### src/conveyor_status_params.svh
`ifndef CONVEYOR_STATUS_PARAMS_SVH
`define CONVEYOR_STATUS_PARAMS_SVH

// word offsets of the read-only status words
`define OFS_STOP_CAUSE 8'h13
`define OFS_PORT_PINS 8'h23
`define OFS_REV_TRACK_W1 8'h79
`define OFS_REV_TRACK_W2 8'h7a
`define OFS_FWD_TRACK_W1 8'hc9
`define OFS_FWD_TRACK_W2 8'hca

// port input word layout
`define PIN3_LSB 0
`define PIN4_LSB 4
`define HEARTBEAT_BIT 15

// stop cause word layout
`define STOP_GROUP_BIT 5
`define STOP_COMM_BIT 6
`define STOP_PLC_LOST_BIT 7
`define STOP_LEFT_BIT 8
`define STOP_RIGHT_BIT 9
`define STOP_CMD_BIT 10

// reset values
`define WORD_RESET 16'h0000
`define INVERT_RESET 4'h0

// heartbeat timing: half period in seconds, clock in hertz
`define HB_HALF_S 2
`define CLK_HZ 200000000
`define HB_HALF_CYCLES (`HB_HALF_S * `CLK_HZ)

`endif

### src/conveyor_status_pkg.sv
package conveyor_status_pkg;

    typedef logic [15:0] word_t;

    // one carton's tracking value as two independent words
    typedef struct packed {
        word_t w2;
        word_t w1;
    } track_pair_t;

    // per-port nibble: left sensor, left control, right sensor, right ctrl
    typedef logic [3:0] port_nibble_t;

    typedef logic [7:0] word_addr_t;

endpackage : conveyor_status_pkg

### src/heartbeat_if.sv
`timescale 1ns/1ps

// carries the heartbeat level from the divider to the status word
interface heartbeat_if;
    logic beat;
    modport src (output beat);
    modport snk (input beat);
endinterface : heartbeat_if

### src/conveyor_status_input_words.sv
// Overview of operation
// - forward discharge loads both forward tracking words with that carton's data
// - reverse discharge loads both reverse tracking words with that carton's data
// - tracking words update only on discharge to conveyor outside own network
// - port word bits 0-3 pin 3, bits 4-7 pin 4 of four ports
// - sensor bits read 1 blocked, 0 clear, inverting raw pin as needed
// - polarity inversion latched from auto-configuration, applied to later reads
// - port and stop words read-only; writes ignored
// - stop bit 5 set while stop active in same stop group
// - stop bit 6 set while stop due to lost communication connection
// - stop bit 7 set while stop due to lost PLC connection
// - stop bit 8 set while stop asserted on left control port
// - stop bit 9 set while stop asserted on right control port
// - stop bit 10 set while stop commanded by PLC
// - stop bits 0-4 and 11-15 reserved, read zero
// - each tracking value is two independent 16-bit words
`timescale 1ns/1ps
`include "conveyor_status_params.svh"

module conveyor_status_input_words #(
    parameter int unsigned HB_HALF_CYCLES = `HB_HALF_CYCLES
) (
    input wire logic mclk_in,
    input wire logic nrst_in,
    // raw port pins: 0 left sensor, 1 left control, 2 right sensor, 3 right
    input wire conveyor_status_pkg::port_nibble_t pin3_raw_in,
    input wire conveyor_status_pkg::port_nibble_t pin4_raw_in,
    // auto-configuration result: per sensor pin, 1 means invert
    input wire logic autocfg_done_in,
    input wire logic [3:0] autocfg_invert_in,
    // carton discharge event from the downstream zone
    input wire logic discharge_in,
    input wire logic discharge_foreign_in,
    input wire logic dir_reverse_in,
    input wire conveyor_status_pkg::word_t carton_track_w1_in,
    input wire conveyor_status_pkg::word_t carton_track_w2_in,
    // active stop causes, levels
    input wire logic stop_group_in,
    input wire logic stop_comm_lost_in,
    input wire logic stop_plc_lost_in,
    input wire logic stop_left_port_in,
    input wire logic stop_right_port_in,
    input wire logic stop_plc_cmd_in,
    // word access port from the network side
    input wire logic rd_en_in,
    input wire logic wr_en_in,
    input wire conveyor_status_pkg::word_addr_t addr_in,
    input wire conveyor_status_pkg::word_t wdata_in,
    output logic rvalid_out,
    output conveyor_status_pkg::word_t rdata_out,
    output logic wr_refused_out
);
    import conveyor_status_pkg::*;

    // the two pins of each sensor port, ordered as autocfg_invert_in
    // bit 0 left pin 3, 1 right pin 3, 2 left pin 4, 3 right pin 4

    heartbeat_if hb_link ();

    // the 4 s period (2 s half period) far exceeds simulation reach, so it is a parameter
    heartbeat_gen #(
        .HALF_CYCLES(HB_HALF_CYCLES)
    ) u_heartbeat (
        .mclk_in(mclk_in),
        .nrst_in(nrst_in),
        .hb(hb_link.src)
    );

    // ---------------- sensor polarity ----------------
    logic [3:0] invert;
    logic [3:0] next_invert;
    logic cfg_seen;
    logic next_cfg_seen;

    // only the first configuration pass sets polarity; later passes
    // are ignored so readings never flip mid-run
    always_comb begin
        next_invert = invert;
        next_cfg_seen = cfg_seen;
        if (autocfg_done_in && !cfg_seen) begin
            next_invert = autocfg_invert_in;
            next_cfg_seen = 1'b1;
        end
    end

    always_ff @(posedge mclk_in or negedge nrst_in) begin
        if (!nrst_in) begin
            invert <= `INVERT_RESET;
            cfg_seen <= 1'b0;
        end else begin
            invert <= next_invert;
            cfg_seen <= next_cfg_seen;
        end
    end

    // ---------------- port input word ----------------
    word_t port_word;
    word_t next_port_word;
    port_nibble_t pin3_norm;
    port_nibble_t pin4_norm;

    // sensor pins normalised to 1 = blocked; control pins pass raw
    always_comb begin
        pin3_norm = pin3_raw_in;
        pin4_norm = pin4_raw_in;
        pin3_norm[0] = pin3_raw_in[0] ^ invert[0];
        pin3_norm[2] = pin3_raw_in[2] ^ invert[1];
        pin4_norm[0] = pin4_raw_in[0] ^ invert[2];
        pin4_norm[2] = pin4_raw_in[2] ^ invert[3];
        next_port_word = `WORD_RESET;
        next_port_word[`PIN3_LSB +: 4] = pin3_norm;
        next_port_word[`PIN4_LSB +: 4] = pin4_norm;
        next_port_word[`HEARTBEAT_BIT] = hb_link.beat;
    end

    // sampled every cycle; pins are taken as synchronous
    always_ff @(posedge mclk_in or negedge nrst_in) begin
        if (!nrst_in) begin
            port_word <= `WORD_RESET;
        end else begin
            port_word <= next_port_word;
        end
    end

    // ---------------- stop cause word ----------------
    word_t stop_word;
    word_t next_stop_word;

    // each bit follows its cause level; unlisted bits stay zero
    always_comb begin
        next_stop_word = `WORD_RESET;
        next_stop_word[`STOP_GROUP_BIT] = stop_group_in;
        next_stop_word[`STOP_COMM_BIT] = stop_comm_lost_in;
        next_stop_word[`STOP_PLC_LOST_BIT] = stop_plc_lost_in;
        next_stop_word[`STOP_LEFT_BIT] = stop_left_port_in;
        next_stop_word[`STOP_RIGHT_BIT] = stop_right_port_in;
        next_stop_word[`STOP_CMD_BIT] = stop_plc_cmd_in;
    end

    always_ff @(posedge mclk_in or negedge nrst_in) begin
        if (!nrst_in) begin
            stop_word <= `WORD_RESET;
        end else begin
            stop_word <= next_stop_word;
        end
    end

    // ---------------- tracking capture ----------------
    track_pair_t fwd_track;
    track_pair_t rev_track;
    track_pair_t next_fwd_track;
    track_pair_t next_rev_track;
    logic capture;

    // hand-offs inside the own network carry tracking along the
    // network, so only a foreign discharge is captured
    assign capture = discharge_in && discharge_foreign_in;

    // both words latch in the same edge so a reader never sees a
    // half-updated pair; otherwise the pair holds
    always_comb begin
        next_fwd_track = fwd_track;
        next_rev_track = rev_track;
        if (capture && !dir_reverse_in) begin
            next_fwd_track.w1 = carton_track_w1_in;
            next_fwd_track.w2 = carton_track_w2_in;
        end
        if (capture && dir_reverse_in) begin
            next_rev_track.w1 = carton_track_w1_in;
            next_rev_track.w2 = carton_track_w2_in;
        end
    end

    always_ff @(posedge mclk_in or negedge nrst_in) begin
        if (!nrst_in) begin
            fwd_track <= {`WORD_RESET, `WORD_RESET};
            rev_track <= {`WORD_RESET, `WORD_RESET};
        end else begin
            fwd_track <= next_fwd_track;
            rev_track <= next_rev_track;
        end
    end

    // ---------------- word access port ----------------
    word_t next_rdata;
    logic next_rvalid;
    logic next_wr_refused;
    logic addr_mapped;

    // read answer one cycle after the strobe; unmapped reads give zero
    always_comb begin
        next_rvalid = rd_en_in;
        next_rdata = `WORD_RESET;
        addr_mapped = 1'b1;
        case (addr_in)
            `OFS_STOP_CAUSE: next_rdata = stop_word;
            `OFS_PORT_PINS: next_rdata = port_word;
            `OFS_REV_TRACK_W1: next_rdata = rev_track.w1;
            `OFS_REV_TRACK_W2: next_rdata = rev_track.w2;
            `OFS_FWD_TRACK_W1: next_rdata = fwd_track.w1;
            `OFS_FWD_TRACK_W2: next_rdata = fwd_track.w2;
            default: addr_mapped = 1'b0;
        endcase
        if (!rd_en_in) begin
            next_rdata = rdata_out;
        end
        // every word here is read-only: a write changes nothing and
        // is only flagged so the sender can see it was refused
        next_wr_refused = wr_en_in && addr_mapped && (wdata_in == wdata_in);
    end

    always_ff @(posedge mclk_in or negedge nrst_in) begin
        if (!nrst_in) begin
            rvalid_out <= 1'b0;
            rdata_out <= `WORD_RESET;
            wr_refused_out <= 1'b0;
        end else begin
            rvalid_out <= next_rvalid;
            rdata_out <= next_rdata;
            wr_refused_out <= next_wr_refused;
        end
    end

endmodule : conveyor_status_input_words

### src/heartbeat_gen.sv
`timescale 1ns/1ps

module heartbeat_gen #(
    parameter int unsigned HALF_CYCLES = 400000000
) (
    input wire logic mclk_in,
    input wire logic nrst_in,
    heartbeat_if.src hb
);
    import conveyor_status_pkg::*;

    localparam int unsigned HALF_LAST = (HALF_CYCLES > 1) ?
        HALF_CYCLES - 1 : 0;

    logic [28:0] count;
    logic [28:0] next_count;
    logic level;
    logic next_level;

    // half-period counter; level flips when it wraps
    always_comb begin
        next_count = count + 29'h1;
        next_level = level;
        if (count >= HALF_LAST[28:0]) begin
            next_count = 29'h0;
            next_level = ~level;
        end
    end

    // starts high so the first half is the high phase
    always_ff @(posedge mclk_in or negedge nrst_in) begin
        if (!nrst_in) begin
            count <= 29'h0;
            level <= 1'b1;
        end else begin
            count <= next_count;
            level <= next_level;
        end
    end

    assign hb.beat = level;

endmodule : heartbeat_gen

### config.mk
export PLATFORM = sky130hd
export DESIGN_NAME = conveyor_status_input_words
export DESIGN_NICKNAME = d
export VERILOG_FILES = /design/src/conveyor_status_pkg.sv /design/src/heartbeat_if.sv /design/src/conveyor_status_input_words.sv /design/src/heartbeat_gen.sv
export VERILOG_INCLUDE_DIRS = /design/src
export SDC_FILE = /design/constraint.sdc
export NUM_CORES = 1
export LEC_CHECK = 0
export ABC_AREA = 1
export BUFFER_PORTS_ARGS = -buffer_cell sky130_fd_sc_hd__buf_2
export CORE_MARGIN = 3
export CORE_UTILIZATION = 40
export DETAILED_ROUTE_END_ITERATION = 8
export SYNTH_ARGS = -nofsm -noshare
export SYNTH_HDL_FRONTEND = slang
export SYNTH_SLANG_ARGS = --single-unit
### constraint.sdc
create_clock -name mclk_in -period 1.65 [get_ports mclk_in]
set_input_delay 0.0825 -clock mclk_in [delete_from_list [all_inputs] [get_ports mclk_in]]
set_output_delay 0.0825 -clock mclk_in [all_outputs]
set_load 0.05 [all_outputs]
After elaboration in Yosys (flattened, before gate mapping)
Index checks and enable logic that the tools add are counted.
- register bits after elaboration: 132
- input port bits: 82
- output and inout port bits: 18
- word-level logic and storage cells: 37
- $add $sub $neg: 1
- $lt $le $gt $ge: 1
- eq/ne operators: 6
- muxes and demuxes: 3
- bitwise gates (word level): 5
- reductions and logical operators: 8
- operators by type and width (operator ; number):
    one-hot mux 16 bit (6 select lines) ; 1
    adder 29 x 1 -> 29 bit, second input constant ; 1
    greater-or-equal comparator 29 bit, second input constant ; 1
    two-way mux 29 bit ; 1
    equality test 8 x 7 -> 1 bit, second input constant ; 2
    equality test 8 bit, second input constant ; 2
    equality test 8 x 5 -> 1 bit, second input constant ; 1
    equality test 8 x 6 -> 1 bit, second input constant ; 1
    OR reduction 6 bit ; 1
    logical AND 1 bit ; 5
    bitwise XOR 1 bit ; 4
    logical NOT 1 bit ; 2
    two-way mux 1 bit ; 1
    NOT 1 bit ; 1

Logic depth before layout (Yosys ltp)
Gate-level depths: netlist (run 1).
- depth after elaboration: 4
- mapped depth: 11
- gate-level depth less buffers: 11

By module
From an unflattened synthesis (run 1), not the netlist that was laid out.
- cell total of the unflattened synthesis: 803
- area total of the unflattened synthesis: 6373.6 sq um
- modules (own cells, without submodules) (module ; times used ; cells each ; area each (sq um) ; sequential area each (sq um)):
    conveyor_status_input_words ; 1 ; 513 ; 4445.5 ; 2552.4
    heartbeat_gen ; 1 ; 290 ; 1928.1 ; 752.0

Least setup slack after synthesis (run 1)
OpenSTA, ideal clock, no wires.
- path kind: flip-flop to flip-flop
- start: register u_heartbeat.count[0]
- end: register u_heartbeat.count[21]
- data arrival time: 1342 ps
- slack: 186 ps
- cell stages (with the launch flop): 10
- path buffers: 1
- period minus slack after synthesis: 1464 ps
- path through: dfrtp_1 -> ha_1 -> nand2_1 -> nor2_2 -> nand2_2 -> nor2_1 -> nand2_1 -> nand3_2 -> buf_2 -> nor2_1
- word-level cells in the longest chain between the ends: 2
- elaborated cells between the ends (all ways): 3
- those cells by class: add/sub: 1; order compare: 1; mux: 1
- ends and longest elaborated chain (item ; RTL line ; source):
    from (decl) ; heartbeat_gen.sv:15 ; logic [28:0] count;
    from (signal assigned) ; heartbeat_gen.sv:36 ; count <= next_count;
    adder 29 x 1 -> 29 bit or greater-or-equal comparator 29 bit (tied branches) ; heartbeat_gen.sv:22, heartbeat_gen.sv:24 ;
    two-way mux 29 bit * ; heartbeat_gen.sv:24 ; if (count >= HALF_LAST[28:0]) begin
    via u_heartbeat.next_count[21] ; heartbeat_gen.sv:16 ; logic [28:0] next_count;
The timed path passes the listed nets; every way through them passes the cells marked *.
A chain may end at the register's enable or synchronous reset.

Worst setup path in the final report (run 1)
- start: register u_heartbeat.count[0]
- end: register u_heartbeat.count[15]
Same word-level chain as after synthesis.

==> impl_metrics.env, run 1 <==
export IMPL_cp_slowest_cell="dfrtp_1"
export IMPL_rows=45
export IMPL_htree_levels=4
export IMPL_overflow=0
export IMPL_drc=0
export IMPL_viasPerCell=4.61
export IMPL_startpoint_type="register"
export IMPL_synth_seq_cells=132
export IMPL_r2r_cells=9
export IMPL_postSynthAreaPerCell_um2=7.85
export IMPL_insertion_delay_ns=0.42
export IMPL_hpwl_mm=10.4
export IMPL_first_pass_iters=6
export IMPL_postPlaceCellArea_um2=7160
export IMPL_grt_max_degree=65
export IMPL_drt_wl_total_mm=15.8
export IMPL_final_setup_tns_ns=0
export IMPL_globalplace_congestion=0.911
export IMPL_cp_num_cells=9
export IMPL_final_common_cell="nand2_1"
export IMPL_synthArstFlopShare_pct=100
export IMPL_final_util_pct=55.1
export IMPL_synth_area_leaders="dfrtp_1 (52%), nand2_1 (17%), nor2_1 (6.2%), inv_1 (5.3%), o21ai_0 (5.3%)"
export IMPL_outcome="complete, no violations"
export IMPL_worstPathMaxFanout=5
export IMPL_clk_transition_reported_paths_ns=0.06
export IMPL_design_die_area_um2=17200
export IMPL_synth_top_area_share_pct=52.2
export IMPL_total_power_mw=8.13
export IMPL_cts_sinks=132
export IMPL_cts_tree="yes"
export IMPL_hold_viol=0
export IMPL_ctsLongestPathBuffers=2
export IMPL_vdd_drop_max_mv=0.706
export IMPL_grt_pass1_vias=5312
export IMPL_rsz0062_at_grt="yes"
export IMPL_ys_seq_area_share_pct=52.6
export IMPL_grt_pass1_wl_mm=26.4
export IMPL_io_buffers=83
export IMPL_cts_buffers=17
export IMPL_setup_ws_ns=0.0644
export IMPL_finalMaxSlewViolations=0
export IMPL_initial_core_util_pct=41.2
export IMPL_endpoint_kind="register"
export IMPL_crit_arrival_ns=1.89
export IMPL_finalCritPeriodShare_pct=96.1
export IMPL_cap_viol_max_count=0
export IMPL_cts_root_buf="clkbuf_16"
export IMPL_mostFrequentLayoutCells="nand2_1 (275), dfrtp_1 (131), nor2_1 (102), inv_1 (87), buf_2 (82)"
export IMPL_synthToLayoutAreaGrowth_pct=33.9
export IMPL_drive_above_1_share_pct=18.0
export IMPL_synth_warnings=0
export IMPL_placed_cells=1100
export IMPL_core_um2=15300
export IMPL_hold_worst_slack_ns=0.140
export IMPL_ant_nets=0
export IMPL_post_place_ws_ns=0.0722
export IMPL_required_ns=1.96
export IMPL_worst_clock_skew_ns=0.00601
export IMPL_tightest_slew_ns=0.527
export IMPL_yosysUniqueCellTypes=31
export IMPL_yosys_most_used_dff="dfrtp_1"
export IMPL_layout_nets=1052
export IMPL_power_density_nw_per_um2=966
export IMPL_cp_num_buf_inv=1
export IMPL_final_cell_count_no_fill=1191
export IMPL_p_leak_nw=4.25
export IMPL_antenna_found_initial=0
export IMPL_ios=100
export IMPL_holdCritPathClass="in -> async"
export IMPL_synth_area_leader_cell="dfrtp_1"
export IMPL_worst_setup_path_type="reg -> reg"
export IMPL_crit_top_cell="nor2_1"
export IMPL_critical_path_top_delay_family="simple AND/OR/NAND/NOR gates"
export IMPL_diodes=0
export IMPL_cpPeakStageDelay_ns=0.35
export IMPL_finalInstanceArea_um2=8410
export IMPL_netlist_instances=800
export IMPL_min_period_ns=1.59
export IMPL_vias=5489
export IMPL_die_x_um=131
export IMPL_synth_nets=883
export IMPL_relSlewSlack_pct=64.8
export IMPL_synth_area_um2=6280
export IMPL_die_y_um=131
export IMPL_drt_iter0_markers=341
export IMPL_wire_per_inst_um=13.2
export IMPL_synth_edf_count=0
export IMPL_setup_viol=0
export IMPL_grt_usage_pct=18.9
export IMPL_fmax_mhz=631
export IMPL_crit_chain="ha_2 > nand2_2 > nor2_4 > nand2_4 > nor2_1 > nand2_1 > nand3_4 > clkbuf_16 > nor2_1"
## path summary, 6_finish.rpt
path | to | slack [ns] | from
max in group asynchronous | u_heartbeat.count[8] | 0.92 | nrst_in
worst max-delay path | u_heartbeat.count[15] | 0.06 | u_heartbeat.count[0]
worst min register to register | port_word[15] | 0.42 | u_heartbeat.hb.beat
min in group mclk_in | rdata_out[7] | 0.21 | addr_in[5]
worst min-delay path | rdata_out[9] | 0.14 | nrst_in
worst max register to register | u_heartbeat.count[15] | 0.06 | u_heartbeat.count[0]
## power breakdown
part / leakage [nW] / internal [mW] / total, mW / switching (mW)
combinational: 2.27 / 0.297 / 0.667 / 0.369
sequential: 1.69 / 3.51 / 3.65 / 0.134
clock: 0.289 / 2.40 / 3.81 / 1.41
## layout make-up
class | instances | area, um^2
repair buffers | 170 | 1320
inverters | 89 | 334
multi-input cells | 559 | 2600
flip-flops and latches | 132 | 3300
clock inverters | 12 | 155
clock buffers | 18 | 439
well taps | 211 | 264
fillers | 1461 | 6850
## cells by family after synthesis
kind of cell    Yosys count  synth area share, %
simple gates            458                 30.4
flops                   132                 52.6
buf+inv                 109                 6.87
compound gates           76                 6.45
xor+xnor                 20                 2.79
mux                       4                0.717
fa+ha+maj                 1                0.199
## metal layers
| metal | GRT usage [%] | vias up | routed length (um) |
|---|---|---|---|
| li1 | - | 2824 | - |
| met1 | 25.0 | 2560 | 7360 |
| met2 | 31.3 | 90 | 7680 |
| met3 | 4.67 | 15 | 556 |
| met4 | 4.78 | 0 | 172 |
| met5 | 0 | - | 0 |
## state kept, by name, summed over array words and instances, names as in the netlist, 4 cells and up
name,count
fwd_track,32
rev_track,32
u_heartbeat.count,29
rdata_out,16
port_word,9
stop_word,6
invert,4
## cell usage after synthesis (all sizes together) (5+ instances only)
cell / instances
nand2: 278
dfrtp: 131
nor2: 112
inv: 89
o21ai: 67
nand3: 40
xor2: 16
clkbuf: 13
nand4: 13
nor3: 10
buf: 7
a21oi: 5
## repair_timing
item,CTS,global route
setup endpoints to repair,0,30
hold endpoints to repair,217,0
hold buffers,54,0
resized for setup,0,14
setup buffers,0,5
No activity file was read; power rests on OpenSTA's default activity.
==> run 2, diff against run 1 <==
==> constraint.sdc (replaced) <==
create_clock -name mclk_in -period 1.3 [get_ports mclk_in]
set_input_delay 0.065 -clock mclk_in [delete_from_list [all_inputs] [get_ports mclk_in]]
set_output_delay 0.065 -clock mclk_in [all_outputs]
set_load 0.05 [all_outputs]
==> impl_metrics.env, run 2 (synthesis gave the netlist of run 1 again) <==
export IMPL_outcome="finished, violations left"
export IMPL_violations="negative setup slack"
export IMPL_cts_buffers=17
export IMPL_cp_num_buf_inv=1
export IMPL_drt_iter0_markers=358
export IMPL_reg_top3="fwd_track (32), rev_track (32), u_heartbeat.count (29)"
export IMPL_hpwl_mm=11.3
export IMPL_required_ns=1.61
export IMPL_crit_chain="ha_2 > nand2_2 > nor2_4 > nand2_4 > nor2_4 > nand2_2 > nand3_4 > clkbuf_16 > nor2_1"
export IMPL_overflow=0
export IMPL_diodes=0
export IMPL_insertion_delay_ns=0.42
export IMPL_tightest_slew_ns=0.553
export IMPL_cts_tree="yes"
export IMPL_rows=45
export IMPL_vias=5774
export IMPL_ios=100
export IMPL_final_setup_tns_ns=-6.73
export IMPL_viasPerCell=4.59
export IMPL_drc=0
export IMPL_finalInstanceArea_um2=9030
export IMPL_postPlaceCellArea_um2=7670
export IMPL_finalCritPeriodShare_pct=119
export IMPL_synthToLayoutAreaGrowth_pct=43.8
export IMPL_initial_core_util_pct=41.2
export IMPL_grt_use_met2_pct=32.7
export IMPL_clk_transition_reported_paths_ns=0.06
export IMPL_rsz0062_at_grt="yes"
export IMPL_globalplace_congestion=0.857
export IMPL_p_sw_share_pct=25.9
export IMPL_cp_slowest_cell="dfrtp_1"
export IMPL_io_buffers=83
export IMPL_power_switching_mw=2.56
export IMPL_cap_viol_max_count=0
export IMPL_met3_usage_pct=4.79
export IMPL_worst_clock_skew_ns=0.00872
export IMPL_drt_wl_total_mm=17.0
export IMPL_wire_per_inst_um=13.5
export IMPL_ant_nets=0
export IMPL_die_x_um=131
export IMPL_startpoint_type="register"
export IMPL_comb_power_share_pct=8.8
export IMPL_worst_setup_path_type="reg -> reg"
export IMPL_cpPeakStageDelay_ns=0.38
export IMPL_design_die_area_um2=17200
export IMPL_min_period_ns=1.54
export IMPL_first_pass_iters=6
export IMPL_endpoint_kind="register"
export IMPL_cp_num_cells=9
export IMPL_grt_usage_pct=20.4
export IMPL_holdCritPathClass="in -> async"
export IMPL_vdd_drop_max_mv=0.946
export IMPL_fmax_mhz=649
export IMPL_layout_nets=1118
export IMPL_ctsLongestPathBuffers=2
export IMPL_grt_busiest_layer="met2"
export IMPL_critical_path_top_delay_family="simple AND/OR/NAND/NOR gates"
export IMPL_grt_pass1_vias=5613
export IMPL_r2r_cells=9
export IMPL_power_density_nw_per_um2=1090
export IMPL_total_power_mw=9.85
export IMPL_antenna_found_initial=0
export IMPL_die_y_um=131
export IMPL_crit_arrival_ns=1.85
export IMPL_clkPwrFrac_pct=44.2
export IMPL_grt_pass1_wl_mm=28.3
export IMPL_sequentialPowerShare_pct=47.0
export IMPL_finalMaxSlewViolations=0
export IMPL_cts_sinks=132
export IMPL_setup_viol=30
export IMPL_drive_above_1_share_pct=26.9
export IMPL_relSlewSlack_pct=63.1
export IMPL_final_common_cell="nand2_1"
export IMPL_use_met1_pct=28.1
export IMPL_core_um2=15300
export IMPL_htree_levels=4
export IMPL_grt_max_degree=65
export IMPL_hold_viol=0
export IMPL_worstPathMaxFanout=8
export IMPL_mostFrequentLayoutCells="nand2_1 (270), dfrtp_1 (131), buf_4 (87), inv_1 (84), buf_2 (82)"
export IMPL_p_leak_nw=4.55
export IMPL_internal_power_mw=7.30
export IMPL_setup_ws_ns=-0.241
export IMPL_cts_root_buf="clkbuf_16"
-- run 2: cell types whose count changed in the layout (fill, tap and decap cells not counted), sizes merged --
cell	change
clkinv	+2
clkinvlp	+3
bufinv	-3
buf	+66
-- run 2: final cells by class --
cell class,instances,area (um^2)
Timing Repair Buffer,236,1840
Multi-Input combinational cell,559,2760
Clock inverter,14,105
Inverter,89,337
Sequential cell,132,3300
Fill cell,1354,6220
Tap cell,211,264
Clock buffer,18,429
-- run 2: final timing paths --
kind                                              end                  from  slack (ns)
worst min-delay path                   wr_refused_out               nrst_in        0.09
worst max register to register  u_heartbeat.count[19]  u_heartbeat.count[0]       -0.24
worst min register to register          port_word[15]   u_heartbeat.hb.beat        0.41
max in group asynchronous         u_heartbeat.hb.beat               nrst_in        0.66
min in group mclk_in                     rdata_out[7]            addr_in[5]        0.21
worst max-delay path            u_heartbeat.count[19]  u_heartbeat.count[0]       -0.24
-- run 2: power by group through the flow --
| stage | Combinational, mW | Clock [mW] | Sequential (mW) |
|---|---|---|---|
| 3_5_place_dp | 0.741 | 0 | 4.70 |
| 2_1_floorplan | 0.354 | 0 | 4.70 |
| 6_report | 0.865 | 4.35 | 4.63 |
| 3_3_place_gp | 0.728 | 0 | 4.70 |
| 4_1_cts | 0.871 | 4.42 | 4.63 |
| 5_1_grt | 0.996 | 4.62 | 4.67 |
-- run 2: per-layer routing --
layer	up-vias	share of wire, %
li1	2957	-
met1	2697	48
met2	110	48
met3	10	3.6
met4	0	0.75
met5	-	0
-- run 2: worst register-to-register path, cell delays in order, from the launching register on --
cell and delay, ns:
dfrtp_1 0.38, ha_2 0.20, nand2_2 0.07, nor2_4 0.12, nand2_4 0.11, nor2_4 0.10
nand2_2 0.08, nand3_4 0.15, clkbuf_16 0.18, nor2_1 0.04
-- run 2: what timing repair did --
action,in CTS,in global routing
gates resized for setup,7,55
setup buffers,3,4
pin swaps,0,11
endpoints found under the setup margin,30,30
hold buffers,54,0
hold endpoints to repair,216,0
gates cloned,0,1
-- run 2: through the flow --
stage          std cells  hold WS (ns)  setup slack, ns  util [%]
2_1_floorplan        800        -0.231           -0.120         -
3_3_place_gp        1165       -0.0428           -0.232      50.3
3_5_place_dp        1165       -0.0398           -0.253      50.3
4_1_cts             1254        0.0775           -0.233      57.7
5_1_grt             1259         0.104           -0.328      59.2
6_report            1259        0.0887           -0.241      59.2
